==> config.mk <==
export PLATFORM = sky130hd
export DESIGN_NAME = mbd_top
export DESIGN_NICKNAME = d
export VERILOG_FILES = /design/src/mbd_pkg.sv /design/src/mbd_top.sv /design/src/mbd_lane_map.sv
export SDC_FILE = /design/constraint.sdc
export NUM_CORES = 1
export LEC_CHECK = 0
export ABC_AREA = 1
export BUFFER_PORTS_ARGS = -buffer_cell sky130_fd_sc_hd__clkbuf_2
export CAP_MARGIN = 10
export CORE_ASPECT_RATIO = 1.2
export CORE_MARGIN = 2
export CORE_UTILIZATION = 61
export CTS_BUF_LIST = sky130_fd_sc_hd__clkbuf_8
export CTS_CLUSTER_DIAMETER = 60
export CTS_CLUSTER_SIZE = 12
export DETAILED_ROUTE_END_ITERATION = 10
export GPL_TIMING_DRIVEN = 0
export PLACE_DENSITY_LB_ADDON = 0.1
export SLEW_MARGIN = 10
export SYNTH_ARGS = -nofsm -noshare
export SYNTH_HDL_FRONTEND = slang
export SYNTH_SLANG_ARGS = --single-unit
==> constraint.sdc <==
create_clock -name CLK_IN -period 7.8 [get_ports CLK_IN]
set_clock_uncertainty 0.2 [all_clocks]
set_input_delay 0.39 -clock CLK_IN [delete_from_list [all_inputs] [get_ports CLK_IN]]
set_output_delay 0.39 -clock CLK_IN [all_outputs]
set_load 0.1 [all_outputs]
==> src/mbd_pkg.sv <==
// Constants, field layouts and types of the memory bank decoder
package mbd_pkg;
   localparam int NUM_BANKS = 4;

   // Fixed regions and bank windows
   localparam logic [31:0] PERIPH_BASE = 32'hFFF0_0000;
   localparam logic [31:0] RAM_BASE    = 32'hFFE0_0000;
   localparam logic [31:0] CACHE_TOP   = 32'h7FDF_FFFF;
   localparam logic [31:0] NC_BASE     = 32'h8000_0000;
   localparam logic [31:0] NC_TOP      = 32'hFFDF_FFFF;

   // Bank control register fields
   localparam int BASE_LSB   = 19;
   localparam int BASE_W     = 13;
   localparam int BASE_SHIFT = 18;
   localparam int SIZE_LSB   = 0;
   localparam int WIDTH_LSB  = 4;
   localparam int SDRAM_BIT  = 6;
   localparam int ENABLE_BIT = 7;
   localparam logic [3:0] SIZE_MAX_IO    = 4'h7;
   localparam logic [3:0] SIZE_MAX_SDRAM = 4'h8;
   localparam logic [1:0] WIDTH_8  = 2'h0;
   localparam logic [1:0] WIDTH_16 = 2'h1;
   localparam logic [1:0] WIDTH_32 = 2'h2;

   // Register offsets
   localparam logic [7:0] OFS_STATUS = 8'h00;
   localparam logic [7:0] OFS_MASK   = 8'h04;
   localparam logic [7:0] OFS_INFO   = 8'h08;
   localparam logic [7:0] OFS_BANK0  = 8'h10;

   // Status bits
   localparam int STAT_ABORT   = 0;
   localparam int STAT_OVERLAP = 1;
   localparam int STAT_DONE    = 2;
   localparam int STAT_W       = 3;

   // Reset values and cycle counts
   localparam logic [31:0]        BANK_RESET = 32'h0000_0000;
   localparam logic [STAT_W-1:0]  MASK_RESET = 3'h0;
   localparam logic [1:0]         STRAP_CAPTURE_CYCLE = 2'h2;
   localparam logic [1:0]         BEAT_HOLD_CYCLES    = 2'h3;

   typedef enum logic {ST_IDLE, ST_BEAT} mbd_state_t;
endpackage

==> src/mbd_top.sv <==
// Bank decoder, address pin generator, endian lane steering and register file
module mbd_top
   import mbd_pkg::*;
(
   input  wire logic                 CLK_IN,
   input  wire logic                 RESET_N_IN,
   input  wire logic                 REQ_IN,
   input  wire logic                 REQ_WRITE_IN,
   input  wire logic [31:0]          REQ_ADDR_IN,
   input  wire logic [31:0]          REQ_WDATA_IN,
   output logic                      BUSY_OUT,
   output logic                      DONE_OUT,
   output logic                      ABORT_OUT,
   output logic [31:0]               RDATA_OUT,
   output logic                      CACHEABLE_OUT,
   output logic                      PERIPH_SEL_OUT,
   output logic                      RAM_SEL_OUT,
   input  wire logic [7:0]           REG_ADDR_IN,
   input  wire logic [31:0]          REG_WDATA_IN,
   input  wire logic                 REG_WR_IN,
   input  wire logic                 REG_RD_IN,
   output logic [31:0]               REG_RDATA_OUT,
   output logic                      IRQ_OUT,
   input  wire logic                 ENDIAN_STRAP_DATA_LINE_IN,
   output logic [24:0]               EXT_ADDR_OUT,
   output logic [31:0]               EXT_WDATA_OUT,
   output logic                      EXT_DATA_OE_N_OUT,
   input  wire logic [31:0]          EXT_RDATA_IN,
   output logic [3:0]                EXT_BE_N_OUT,
   output logic [NUM_BANKS-1:0]      EXT_CS_OUT,
   output logic                      EXT_WR_OUT,
   output logic                      EXT_RD_OUT
);
   // Synchronisers and strap capture
   logic        strap_s1;
   logic        strap_s2;
   logic [31:0] rd_s1;
   logic [31:0] rd_s2;
   logic [1:0]  strap_cnt;
   logic [1:0]  next_strap_cnt;
   logic        little;
   logic        next_little;
   logic        ready;
   logic        next_ready;

   // Register file
   logic [31:0]         bank [NUM_BANKS];
   logic [31:0]         next_bank [NUM_BANKS];
   logic [STAT_W-1:0]   status;
   logic [STAT_W-1:0]   next_status;
   logic [STAT_W-1:0]   mask;
   logic [STAT_W-1:0]   next_mask;
   logic [31:0]         next_reg_rdata;
   logic                next_irq;

   // Sequencer
   mbd_state_t                state;
   mbd_state_t                next_state;
   logic [31:0]               addr;
   logic [31:0]               next_addr;
   logic [31:0]               wdata;
   logic [31:0]               next_wdata;
   logic [31:0]               accum;
   logic [31:0]               next_accum;
   logic                      wr;
   logic                      next_wr;
   logic [1:0]                width;
   logic [1:0]                next_width;
   logic [1:0]                beat;
   logic [1:0]                next_beat;
   logic [1:0]                timer;
   logic [1:0]                next_timer;
   logic [NUM_BANKS-1:0]      sel;
   logic [NUM_BANKS-1:0]      next_sel;
   logic                      next_done;
   logic                      next_abort;
   logic [31:0]               next_rdata;
   logic                      next_cacheable;
   logic                      next_periph;
   logic                      next_ram;
   logic [24:0]               next_ext_addr;
   logic [31:0]               next_ext_wdata;
   logic                      next_oe_n;
   logic [3:0]                next_be_n;
   logic [NUM_BANKS-1:0]      next_cs;
   logic                      next_ext_wr;
   logic                      next_ext_rd;
   logic [STAT_W-1:0]         events;

   // Decode
   logic [NUM_BANKS-1:0] hit;
   logic [NUM_BANKS-1:0] first_hit;
   logic [1:0]           bank_width [NUM_BANKS];
   logic                 in_window;
   logic                 fixed_periph;
   logic                 fixed_ram;
   logic [31:0]          merged;

   // Strap and read data pass two flops before use
   always_ff @(posedge CLK_IN or negedge RESET_N_IN) begin
      if (!RESET_N_IN) begin
         strap_s1 <= 1'b0;
         strap_s2 <= 1'b0;
         rd_s1    <= 32'h0000_0000;
         rd_s2    <= 32'h0000_0000;
      end else begin
         strap_s1 <= ENDIAN_STRAP_DATA_LINE_IN;
         strap_s2 <= strap_s1;
         rd_s1    <= EXT_RDATA_IN;
         rd_s2    <= rd_s1;
      end
   end

   // Strap is caught once the synchroniser has settled after release
   always_comb begin
      next_strap_cnt = strap_cnt;
      next_little    = little;
      next_ready     = ready;
      if (!ready) begin
         next_strap_cnt = strap_cnt + 2'h1;
         if (strap_cnt == STRAP_CAPTURE_CYCLE) begin
            next_little = strap_s2;
            next_ready  = 1'b1;
         end
      end
   end

   always_ff @(posedge CLK_IN or negedge RESET_N_IN) begin
      if (!RESET_N_IN) begin
         strap_cnt <= 2'h0;
         little    <= 1'b0;
         ready     <= 1'b0;
      end else begin
         strap_cnt <= next_strap_cnt;
         little    <= next_little;
         ready     <= next_ready;
      end
   end

   // Per-bank hit from base pointer and clamped size
   genvar gb;
   generate
      for (gb = 0; gb < NUM_BANKS; gb++) begin : g_bank
         logic [31:0] base;
         logic [31:0] offs;
         logic [3:0]  size;
         logic [1:0]  wcode;
         always_comb begin
            base = {bank[gb][BASE_LSB +: BASE_W], 19'h0_0000} >> (BASE_LSB - BASE_SHIFT);
            offs = REQ_ADDR_IN - base;
            size = bank[gb][SIZE_LSB +: 4];
            if (bank[gb][SDRAM_BIT] && size > SIZE_MAX_SDRAM) begin
               size = SIZE_MAX_SDRAM;
            end else if (!bank[gb][SDRAM_BIT] && size > SIZE_MAX_IO) begin
               size = SIZE_MAX_IO;
            end
            wcode = bank[gb][WIDTH_LSB +: 2];
            if (wcode > WIDTH_32) begin
               wcode = WIDTH_32;
            end
            bank_width[gb] = wcode;
            hit[gb] = bank[gb][ENABLE_BIT] && ((offs[31:BASE_SHIFT] >> size) == 14'h0000)
                      && REQ_ADDR_IN >= base;
         end
      end
   endgenerate

   // Region checks and lowest-numbered hit
   always_comb begin
      fixed_periph = REQ_ADDR_IN >= PERIPH_BASE;
      fixed_ram    = REQ_ADDR_IN >= RAM_BASE && !fixed_periph;
      in_window    = REQ_ADDR_IN <= CACHE_TOP ||
                     (REQ_ADDR_IN >= NC_BASE && REQ_ADDR_IN <= NC_TOP);
      first_hit    = hit & (~hit + NUM_BANKS'(1));
   end

   mbd_lane_map u_merge (
      .word_in    (accum),
      .ext_in     (rd_s2),
      .beat_in    (beat),
      .width_in   (width),
      .little_in  (little),
      .ext_out    (),
      .merged_out (merged)
   );

   // Sequencer next state and request result outputs
   always_comb begin
      next_state     = state;
      next_addr      = addr;
      next_wdata     = wdata;
      next_accum     = accum;
      next_wr        = wr;
      next_width     = width;
      next_beat      = beat;
      next_timer     = timer;
      next_sel       = sel;
      next_done      = 1'b0;
      next_abort     = 1'b0;
      next_rdata     = RDATA_OUT;
      next_cacheable = CACHEABLE_OUT;
      next_periph    = PERIPH_SEL_OUT;
      next_ram       = RAM_SEL_OUT;
      events         = '0;
      case (state)
         ST_IDLE: begin
            if (REQ_IN && ready) begin
               next_cacheable = !REQ_ADDR_IN[31];
               next_periph    = fixed_periph;
               next_ram       = fixed_ram;
               next_addr      = REQ_ADDR_IN;
               next_wdata     = REQ_WDATA_IN;
               next_wr        = REQ_WRITE_IN;
               next_accum     = 32'h0000_0000;
               if (fixed_periph || fixed_ram) begin
                  next_done  = 1'b1;
                  next_rdata = 32'h0000_0000;
               end else if (in_window && hit != '0) begin
                  next_sel   = first_hit;
                  next_beat  = 2'h0;
                  next_timer = 2'h0;
                  next_state = ST_BEAT;
                  for (int i = 0; i < NUM_BANKS; i++) begin
                     if (first_hit[i]) begin
                        next_width = bank_width[i];
                     end
                  end
                  events[STAT_OVERLAP] = first_hit != hit;
               end else begin
                  next_abort          = 1'b1;
                  next_done           = 1'b1;
                  next_rdata          = 32'h0000_0000;
                  events[STAT_ABORT]  = 1'b1;
               end
            end
         end
         ST_BEAT: begin
            next_timer = timer + 2'h1;
            if (timer == BEAT_HOLD_CYCLES - 2'h1) begin
               next_timer = 2'h0;
               next_accum = merged;
               if (beat == 2'((3'(4) >> width) - 3'(1))) begin
                  next_state        = ST_IDLE;
                  next_sel          = '0;
                  next_done         = 1'b1;
                  next_rdata        = wr ? 32'h0000_0000 : merged;
                  events[STAT_DONE] = 1'b1;
               end else begin
                  next_beat = beat + 2'h1;
               end
            end
         end
         default: begin
            next_state = ST_IDLE;
         end
      endcase
   end

   logic [31:0] next_beat_addr;
   mbd_lane_map u_drive (
      .word_in    (next_wdata),
      .ext_in     (32'h0000_0000),
      .beat_in    (next_beat),
      .width_in   (next_width),
      .little_in  (little),
      .ext_out    (next_ext_wdata),
      .merged_out ()
   );

   // External pins for the beat that the next cycle shows
   always_comb begin
      next_beat_addr = {next_addr[31:2], 2'b00} + 32'(next_beat << next_width);
      next_ext_addr  = 25'h000_0000;
      next_be_n      = 4'hF;
      next_cs        = '0;
      next_ext_wr    = 1'b0;
      next_ext_rd    = 1'b0;
      next_oe_n      = 1'b1;
      if (next_state == ST_BEAT) begin
         next_cs     = next_sel;
         next_ext_wr = next_wr;
         next_ext_rd = !next_wr;
         next_oe_n   = !next_wr;
         case (next_width)
            WIDTH_8: begin
               next_ext_addr = next_beat_addr[24:0];
               next_be_n     = 4'hE;
            end
            WIDTH_16: begin
               next_ext_addr = {1'b0, next_beat_addr[24:1]};
               next_be_n     = 4'hC;
            end
            default: begin
               next_ext_addr = {2'b00, next_beat_addr[24:2]};
               next_be_n     = 4'h0;
            end
         endcase
      end
   end

   always_ff @(posedge CLK_IN or negedge RESET_N_IN) begin
      if (!RESET_N_IN) begin
         state             <= ST_IDLE;
         addr              <= 32'h0000_0000;
         wdata             <= 32'h0000_0000;
         accum             <= 32'h0000_0000;
         wr                <= 1'b0;
         width             <= WIDTH_32;
         beat              <= 2'h0;
         timer             <= 2'h0;
         sel               <= '0;
         BUSY_OUT          <= 1'b1;
         DONE_OUT          <= 1'b0;
         ABORT_OUT         <= 1'b0;
         RDATA_OUT         <= 32'h0000_0000;
         CACHEABLE_OUT     <= 1'b0;
         PERIPH_SEL_OUT    <= 1'b0;
         RAM_SEL_OUT       <= 1'b0;
         EXT_ADDR_OUT      <= 25'h000_0000;
         EXT_WDATA_OUT     <= 32'h0000_0000;
         EXT_DATA_OE_N_OUT <= 1'b1;
         EXT_BE_N_OUT      <= 4'hF;
         EXT_CS_OUT        <= '0;
         EXT_WR_OUT        <= 1'b0;
         EXT_RD_OUT        <= 1'b0;
      end else begin
         state             <= next_state;
         addr              <= next_addr;
         wdata             <= next_wdata;
         accum             <= next_accum;
         wr                <= next_wr;
         width             <= next_width;
         beat              <= next_beat;
         timer             <= next_timer;
         sel               <= next_sel;
         BUSY_OUT          <= next_state == ST_BEAT || !next_ready;
         DONE_OUT          <= next_done;
         ABORT_OUT         <= next_abort;
         RDATA_OUT         <= next_rdata;
         CACHEABLE_OUT     <= next_cacheable;
         PERIPH_SEL_OUT    <= next_periph;
         RAM_SEL_OUT       <= next_ram;
         EXT_ADDR_OUT      <= next_ext_addr;
         EXT_WDATA_OUT     <= next_ext_wdata;
         EXT_DATA_OE_N_OUT <= next_oe_n;
         EXT_BE_N_OUT      <= next_be_n;
         EXT_CS_OUT        <= next_cs;
         EXT_WR_OUT        <= next_ext_wr;
         EXT_RD_OUT        <= next_ext_rd;
      end
   end

   // Register writes, sticky status and read mux
   always_comb begin
      next_bank      = bank;
      next_mask      = mask;
      next_status    = status;
      next_reg_rdata = 32'h0000_0000;
      if (REG_WR_IN) begin
         if (REG_ADDR_IN == OFS_STATUS) begin
            next_status = status & ~REG_WDATA_IN[STAT_W-1:0];
         end
         if (REG_ADDR_IN == OFS_MASK) begin
            next_mask = REG_WDATA_IN[STAT_W-1:0];
         end
         for (int i = 0; i < NUM_BANKS; i++) begin
            if (REG_ADDR_IN == OFS_BANK0 + 8'(4 * i)) begin
               next_bank[i] = REG_WDATA_IN;
            end
         end
      end
      // Set wins over a same-cycle clear
      next_status = next_status | events;
      if (REG_RD_IN) begin
         if (REG_ADDR_IN == OFS_STATUS) begin
            next_reg_rdata = 32'(status);
         end
         if (REG_ADDR_IN == OFS_MASK) begin
            next_reg_rdata = 32'(mask);
         end
         if (REG_ADDR_IN == OFS_INFO) begin
            next_reg_rdata = {29'h0000_0000, ready, state == ST_BEAT, little};
         end
         for (int i = 0; i < NUM_BANKS; i++) begin
            if (REG_ADDR_IN == OFS_BANK0 + 8'(4 * i)) begin
               next_reg_rdata = bank[i];
            end
         end
      end
      next_irq = |(next_status & next_mask);
   end

   always_ff @(posedge CLK_IN or negedge RESET_N_IN) begin
      if (!RESET_N_IN) begin
         for (int i = 0; i < NUM_BANKS; i++) begin
            bank[i] <= BANK_RESET;
         end
         status        <= '0;
         mask          <= MASK_RESET;
         REG_RDATA_OUT <= 32'h0000_0000;
         IRQ_OUT       <= 1'b0;
      end else begin
         bank          <= next_bank;
         status        <= next_status;
         mask          <= next_mask;
         REG_RDATA_OUT <= next_reg_rdata;
         IRQ_OUT       <= next_irq;
      end
   end
endmodule

==> src/mbd_lane_map.sv <==
// Byte lane steering between the big-endian core word and the external data lanes
module mbd_lane_map
   import mbd_pkg::*;
(
   input  wire logic [31:0] word_in,
   input  wire logic [31:0] ext_in,
   input  wire logic [1:0]  beat_in,
   input  wire logic [1:0]  width_in,
   input  wire logic        little_in,
   output logic      [31:0] ext_out,
   output logic      [31:0] merged_out
);
   genvar g;
   generate
      for (g = 0; g < 4; g++) begin : g_lane
         logic [2:0] lanes;
         logic [1:0] j;
         logic [1:0] offs;
         logic [1:0] src;
         logic [1:0] b;
         logic [1:0] woffs;
         logic [1:0] wlane;
         logic       in_beat;
         // Write side: external lane g takes one byte of the word when inside the width, else zero
         always_comb begin
            lanes = 3'(1) << width_in;
            j     = 2'(g);
            offs  = 2'(lanes - 3'(1)) - j;
            if (little_in) begin
               offs = j;
            end
            src = 2'(beat_in << width_in) + offs;
            if (3'(g) < lanes) begin
               ext_out[8*g +: 8] = word_in[31 - 8*src -: 8];
            end else begin
               ext_out[8*g +: 8] = 8'h00;
            end
         end
         // Read side: word byte g refilled from its lane when in this beat
         always_comb begin
            b       = 2'(g);
            in_beat = ((b >> width_in) == (beat_in & 2'(3'(4) >> width_in) - 2'h1)) ||
                      (width_in == WIDTH_32);
            woffs   = b - 2'(beat_in << width_in);
            wlane   = 2'((3'(1) << width_in) - 3'(1)) - woffs;
            if (little_in) begin
               wlane = woffs;
            end
            if (in_beat) begin
               merged_out[31 - 8*g -: 8] = ext_in[8*wlane +: 8];
            end else begin
               merged_out[31 - 8*g -: 8] = word_in[31 - 8*g -: 8];
            end
         end
      end
   endgenerate
endmodule

; Yosys cells after proc, flatten, opt, wreduce, memory -nomap -nowiden
; Cells that the tools add are included.
[classes]
mul = 0
bitwise_logic = 9
n_lt_le_gt_ge = 25
muxes = 111
shift = 22
n_eq_ne = 22
n_addsub = 32
div_mod_pow = 0
reduce_logical = 52
[op_table]
columns = operator, n
row1 = two-way mux 32 bit, 19
row2 = indexed part select 39 x 33 -> 8 bit, 4
row3 = greater-or-equal comparator 32 x 31 -> 1 bit, 4
row4 = one-hot mux 32 bit (2 select lines), 2
row5 = indexed part select 32 x 6 -> 8 bit, 4
row6 = subtractor 32 x 31 -> 32 bit, 4
row7 = "greater-or-equal comparator 32 bit, second input constant", 3
row8 = two-way mux 2 bit, 32
row9 = two-way mux 8 bit, 8
row10 = two-way mux 4 bit, 15
row11 = logical NOT 14 bit, 4
row12 = right shift 14 x 4 -> 14 bit, 4
row13 = one-hot mux 25 bit (2 select lines), 1
row14 = "equality test 8 x 5 -> 1 bit, second input constant", 4
row15 = "less-or-equal comparator 32 x 31 -> 1 bit, second input constant", 1
row16 = "less-or-equal comparator 32 bit, second input constant", 1
row17 = adder 25 bit, 1
row18 = two-way mux 25 bit, 1
row19 = << shifter 2 x 2 -> 25 bit, 1
row20 = "subtractor 5 x 5 -> 6 bit, first input constant", 4
row21 = two-way mux 1 bit, 22
row22 = logical AND 1 bit, 20
row23 = "greater-than comparator 4 x 3 -> 1 bit, second input constant", 4
row24 = "greater-than comparator 4 bit, second input constant", 4
row25 = other kinds (46), 106
[word_totals]
latchBits = 0
rom_bits = 0
reg_bits = 451
mem_count = 0
out_inout_bits = 139
mem_bits_rw = 0
wordCells = 312

; Longest topological paths before layout
[depth]
depth_word = 27
ltp_mapped = 44
ltp_nobuf = 44

; Cells and area by module
; From an unflattened synthesis, not the netlist that was laid out.
[unflattened]
hier_cells = 3808
hier_area_um2 = 26885.8
[by_module_without_submodules]
columns = mod, instances, area_each_um2, cells_per_inst
row1 = mbd_top, 1, 21516.9, 2616
row2 = mbd_lane_map (u_merge), 1, 2688.8, 596
row3 = mbd_lane_map (u_drive), 1, 2680.1, 596

; Worst setup path before layout
; OpenSTA, ideal clock, no wires.
[synth_path]
path_type = input port to flip-flop
start = input port REQ_ADDR_IN[18]
end = register EXT_ADDR_OUT[22]
required_time_ns = 7.468
stages = 42
arrival_time_ns = 5.239
slack_ns = 2.229
path_buffers = 0
path_cell_list = inv_1 -> ha_1 -> fa_1 -> nand3b_1 -> nand2_1 -> nand2_1 -> nand2_1 -> nand2_1 -> nand2_1 -> nand2_1 -> nand3_1 -> nand2_1 -> a21oi_2 -> nand3_1 -> nor2_1 -> nand3_2 -> inv_1 -> nand2_2 -> [6 not listed] -> nand2_1 -> ha_1 -> inv_1 -> fa_1 -> nor2_1 -> o21ai_2 -> nor2_2 -> nand2_2 -> nor2_4 -> nand4_1 -> or2_4 -> nor2_4 -> nand4_2 -> nand3b_4 -> xor2_1 -> o22ai_1 -> nor2_1 -> nor2_1
[synth_between]
elab_chain_len = 20
word_cells_on_any_way = 63
cone_classes = add/sub: 6 / order compare: 9 / eq/ne: 1 / shift: 5 / mux: 20 / bitwise: 2 / reduce/logical: 20
[synth_rtl]
columns = element, line
row1 = "start, declared", mbd_top.sv:9  ; input wire logic [31:0] REQ_ADDR_IN,
row2 = subtractor 32 x 31 -> 32 bit, mbd_top.sv:150  ; offs = REQ_ADDR_IN - base;
row3 = right shift 14 x 4 -> 14 bit, mbd_top.sv:162  ; hit[gb] = bank[gb][ENABLE_BIT] && ((offs[31:BASE_SHIFT] >> size) == 14'h0000)
row4 = logical NOT 14 bit, mbd_top.sv:162
row5 = logical AND 1 bit, mbd_top.sv:162
row6 = logical AND 1 bit, mbd_top.sv:163  ; && REQ_ADDR_IN >= base;
row7 = inverter 4 bit, mbd_top.sv:174  ; first_hit = hit & (~hit + NUM_BANKS'(1));
row8 = adder 4 x 1 -> 4 bit, mbd_top.sv:174
row9 = bitwise AND 4 bit, mbd_top.sv:174
row10 = [6 not listed], n/a
row11 = two-way mux 2 bit (*), mbd_top.sv:207  ; if (REQ_IN && ready) begin
row12 = two-way mux 2 bit (*), mbd_top.sv:205  ; case (state)
row13 = via next_width[1], mbd_top.sv:68  ; logic [1:0] next_width;
row14 = << shifter 2 x 2 -> 25 bit, mbd_top.sv:272  ; next_beat_addr = {next_addr[31:2], 2'b00} + 32'(next_beat << next_width);
row15 = adder 25 bit, mbd_top.sv:272
row16 = one-hot mux 25 bit (2 select lines) (*), mbd_top.sv:284  ; case (next_width)
row17 = two-way mux 25 bit (*), mbd_top.sv:279  ; if (next_state == ST_BEAT) begin
row18 = via next_ext_addr[22], mbd_top.sv:81  ; logic [24:0] next_ext_addr;
row19 = "end signal, assigned", mbd_top.sv:343  ; EXT_ADDR_OUT <= next_ext_addr;
row20 = "end, declared", mbd_top.sv:25  ; output logic [24:0] EXT_ADDR_OUT,
; The timed path passes the listed nets; every way through them passes the cells marked *.
; A chain may end at the register's enable or synchronous reset.

; Worst setup path after layout
[layout_path]
start = register bank[19] (netlist name)
end = register EXT_ADDR_OUT[21]
[layout_between]
elab_chain_len = 17
word_cells_on_any_way = 30
cone_classes = add/sub: 3 / order compare: 1 / eq/ne: 1 / shift: 2 / mux: 15 / bitwise: 2 / reduce/logical: 6
[layout_rtl]
columns = element, line
row1 = "start, declared", mbd_top.sv:47  ; logic [31:0] bank [NUM_BANKS];
row2 = "start signal, assigned", mbd_top.sv:403  ; bank <= next_bank;
row3 = subtractor 32 x 31 -> 32 bit, mbd_top.sv:150
row4 = right shift 14 x 4 -> 14 bit, mbd_top.sv:162
row5 = logical NOT 14 bit, mbd_top.sv:162
row6 = logical AND 1 bit, mbd_top.sv:162
row7 = logical AND 1 bit (*), mbd_top.sv:163
row8 = inverter 4 bit, mbd_top.sv:174
row9 = adder 4 x 1 -> 4 bit, mbd_top.sv:174
row10 = bitwise AND 4 bit, mbd_top.sv:174
row11 = [3 not listed], n/a
row12 = two-way mux 2 bit (*), mbd_top.sv:207
row13 = two-way mux 2 bit (*), mbd_top.sv:205
row14 = via next_width[1], mbd_top.sv:68
row15 = << shifter 2 x 2 -> 25 bit, mbd_top.sv:272
row16 = adder 25 bit, mbd_top.sv:272
row17 = one-hot mux 25 bit (2 select lines) (*), mbd_top.sv:284
row18 = two-way mux 25 bit (*), mbd_top.sv:279
row19 = via next_ext_addr[21], mbd_top.sv:81
; Marked as above.

==> impl_results.md <==
* Status: completed
* CP Launch Type: flip-flop
* Worst VDD drop at 0.165 mV
* CP endpoint kind: flip-flop
* Netlist cell types at 67
* TritonCTS Sinks at 441
* Post-synth top area share at 0.461
* Crit-path max cell delay at 0.46 ns
* FP Rows at 78
* Top cells by count, synth: nand2_1 (766), dfrtp_1 (435), inv_1 (387)
* Multi-input gate area at 0.0106 sq mm
* Tcrit/Tclk final at 0.903
* Clock transition at the registers of the reported paths at 0.09 ns
* Most used routing layer in global routing: met2
* Top cell by count, worst path: nand2_1
* Yosys Warn Count at 0
* Sequential-to-total area share from yosys stat at 0.468
* Met3 usage at 0.0524
* Core Area at 0.0380 sq mm
* CTS max path bufs at 3
* Pleak at 14.1 nW
* Worst min-delay path class: in2reg
* Clock network power share at 0.310
* Slowest stage cell on the critical path: dfrtp_1
* Worst Tran Pin Value at 0.953 ns
* First drt pass iteration count at 6
* Fmax achieved at 142 MHz
* Drt total wl at 75300 um
* Via density at 5.80
* Residual DRC at 0
* M2 GR Usage at 0.631
* Starting Density at 0.622
* Syn Nets at 3215
* H-tree depth at 2
* Worst reg-to-reg setup slack at 0.76 ns
* Post-synthesis cell count at 2996
* Critical Path AT at 7.32 ns
* Die Wd at 184 um
* Max cap viols at 0
* PwrDens at 169 mW/mm^2
* Tmin final at 7.04 ns
* Post-CTS sizing at 0
* IO Port Bufs at 280
* Root buf cell: clkbuf_8
* Sw frac at 0.305
* Setup-failing EPs final at 0
* Io pins at 282
* CP top delay family: simple AND/OR/NAND/NOR gates
* Synth Cell Area at 0.0236 sq mm
* Die area at 0.0403 sq mm
* Die height at 219 um
* Vias in the first global route at 22.6k
* Combinational share of power at 0.170
* Grt total ovfl at 0
* Crit Path Max Fanout at 6
* Worst EP required at 8.08 ns
* Crit path buf inv count at 3
* Number of synthesized flops with an enable pin at 0
* Post-synth top flop: dfrtp_1
* Internal at 3.23 mW
* Initial antenna violation count at 2
* Layout Area Growth over Synthesis at 16.9%
* CTS buffer count at 45
* Async set-reset flop share out of synthesis at 1.00
* Register share of total power at 0.520
* Starting DRT DRC Count at 2131
* Count leader, synth: nand2_1
* Postcts setup bufs at 0
* Mean Syn Cell Area at 7.88 sq um
* Slew HR at 0.364
* Fin. max-slew vios at 0
* Final Power at 4.65 mW
* Kind of critical path: reg2reg
* RePlAce Congestion at 1.01
* Worst skew pair latency at 0.64 ns
* First-pass GRT wire length at 117000 um
* Fillers at 3001
* Fin. Hold Viols at 0
* Switch Pwr at 1.42 mW
* Yosys reg bits at 441
* Fin nets at 3650
* Largest net degree at the start of global routing at 111
* Synth top area cells: dfrtp_1 (46%), nand2_1 (12%), o21ai_0 (7.5%)
* Fin Setup TNS at 0 ns
* CTS tree: yes
* Share of cells above drive strength 1 at 0.133
* Total number of vias at 22.8k
* GRT Total Usage at 0.374
* GRT met1 Usage at 0.444
* Post-detail-place hpwl at 55300 um
* Register area at 0.0110 sq mm
* Post-detailed-route wirelength per cell at 19.1 um
* Post-synth top area cell: dfrtp_1
* RSZ-0062 raised after global routing: no
* Antenna Nets Post-Route at 0
==> power groups by stage <==
stage,logic [mW],registers (mW),clock network [mW]
floorplan,0.405,2.53,0
global placement,0.709,2.46,0
detailed placement,0.731,2.46,0
CTS,0.775,2.42,1.44
global route,0.872,2.43,1.54
finish,0.789,2.42,1.44
==> sequential cells by signal (all words and copies together) (netlist names), 2 cells and up <==
register,cells
addr,23
rd_s2,32
rd_s1,32
EXT_WDATA_OUT,32
mask,3
EXT_ADDR_OUT,25
RDATA_OUT,32
REG_RDATA_OUT,32
wdata,32
EXT_BE_N_OUT,3
timer,2
sel,4
status,3
EXT_CS_OUT,4
width,2
accum,32
strap_cnt,2
bank,128
beat,2
==> worst paths after layout <==
kind,cells past startpoint,endpoint,from
worst max-delay path,40,EXT_ADDR_OUT[21]$_DFF_PN0_,bank[19]$_DFFE_PN0P_
worst min-delay path,5,addr[5]$_DFF_PN0_,REQ_IN
worst max register to register,40,EXT_ADDR_OUT[21]$_DFF_PN0_,bank[19]$_DFFE_PN0P_
worst min register to register,0,rd_s2[21]$_DFF_PN0_,rd_s1[21]$_DFF_PN0_
max in group asynchronous,4,bank[10]$_DFFE_PN0P_,RESET_N_IN
min in group asynchronous,2,RDATA_OUT[13]$_DFFE_PN0P_,RESET_N_IN
==> tightest hold or removal path: stages <==
cell      delay, ns
clkbuf_2       0.09
nand2_2        0.11
nor2_4         0.07
inv_2          0.07
o21ai_4        0.07
==> metrics by stage <==
step	std cells	hold WS, ns	util	instance area [sq um]	setup WS (ns)
6_report	3938	0.0242	0.727	27600	0.758
5_1_grt	3937	0.0224	0.727	27600	0.225
4_1_cts	3935	0.0127	0.726	27600	0.896
3_5_place_dp	3760	0.130	0.678	25700	0.597
3_3_place_gp	3756	0.133	0.674	25600	-3.16
2_1_floorplan	2996	-0.106	-	23600	2.23
==> repair_timing <==
action / CTS / global route
endpoints found under the hold margin: 548 / 0
setup endpoints to repair: 0 / 0
hold buffers: 104 / 0
==> area by class of cell <==
type,count,share of cell area
repair buffers,388,0.0928
inverters,396,0.0540
clock inverters,22,0.00503
multi-input cells,2051,0.385
well taps,480,0.0218
plain buffers,108,0.0160
diodes,3,0.000272
flip-flops and latches,441,0.400
clock buffers,49,0.0244
==> kinds of logic after synthesis <==
| kind of cell | Yosys count | share of synthesized area |
|---|---|---|
| compound gates | 572 | 0.135 |
| xor+xnor | 34 | 0.0129 |
| fa+ha+maj | 76 | 0.0419 |
| buf+inv | 504 | 0.0818 |
| flops | 441 | 0.468 |
| simple gates | 1369 | 0.260 |
==> cell usage in the layout (no fill, tap or decap), drive strengths merged, types with 16 or more instances in the layout <==
master and n:
inv 411, nor2 212, buf 23, ha 71, nor3 21, xnor2 16
dlygate4sd3 104, a221oi 18, or2 23, a211oi 23, nand4 39, o21ai 377
xor2 18, clkbuf 418, nand2 790, nand3 227, a21oi 99, nand3b 41
dfrtp 435
==> routing by layer <==
metal	vias to the layer above	routed length [um]
met3	343	5350
met4	0	5780
li1	10595	-
met2	1110	36200
met5	-	0
met1	10776	28000
Note: power is estimated with default switching activity, not from simulation.
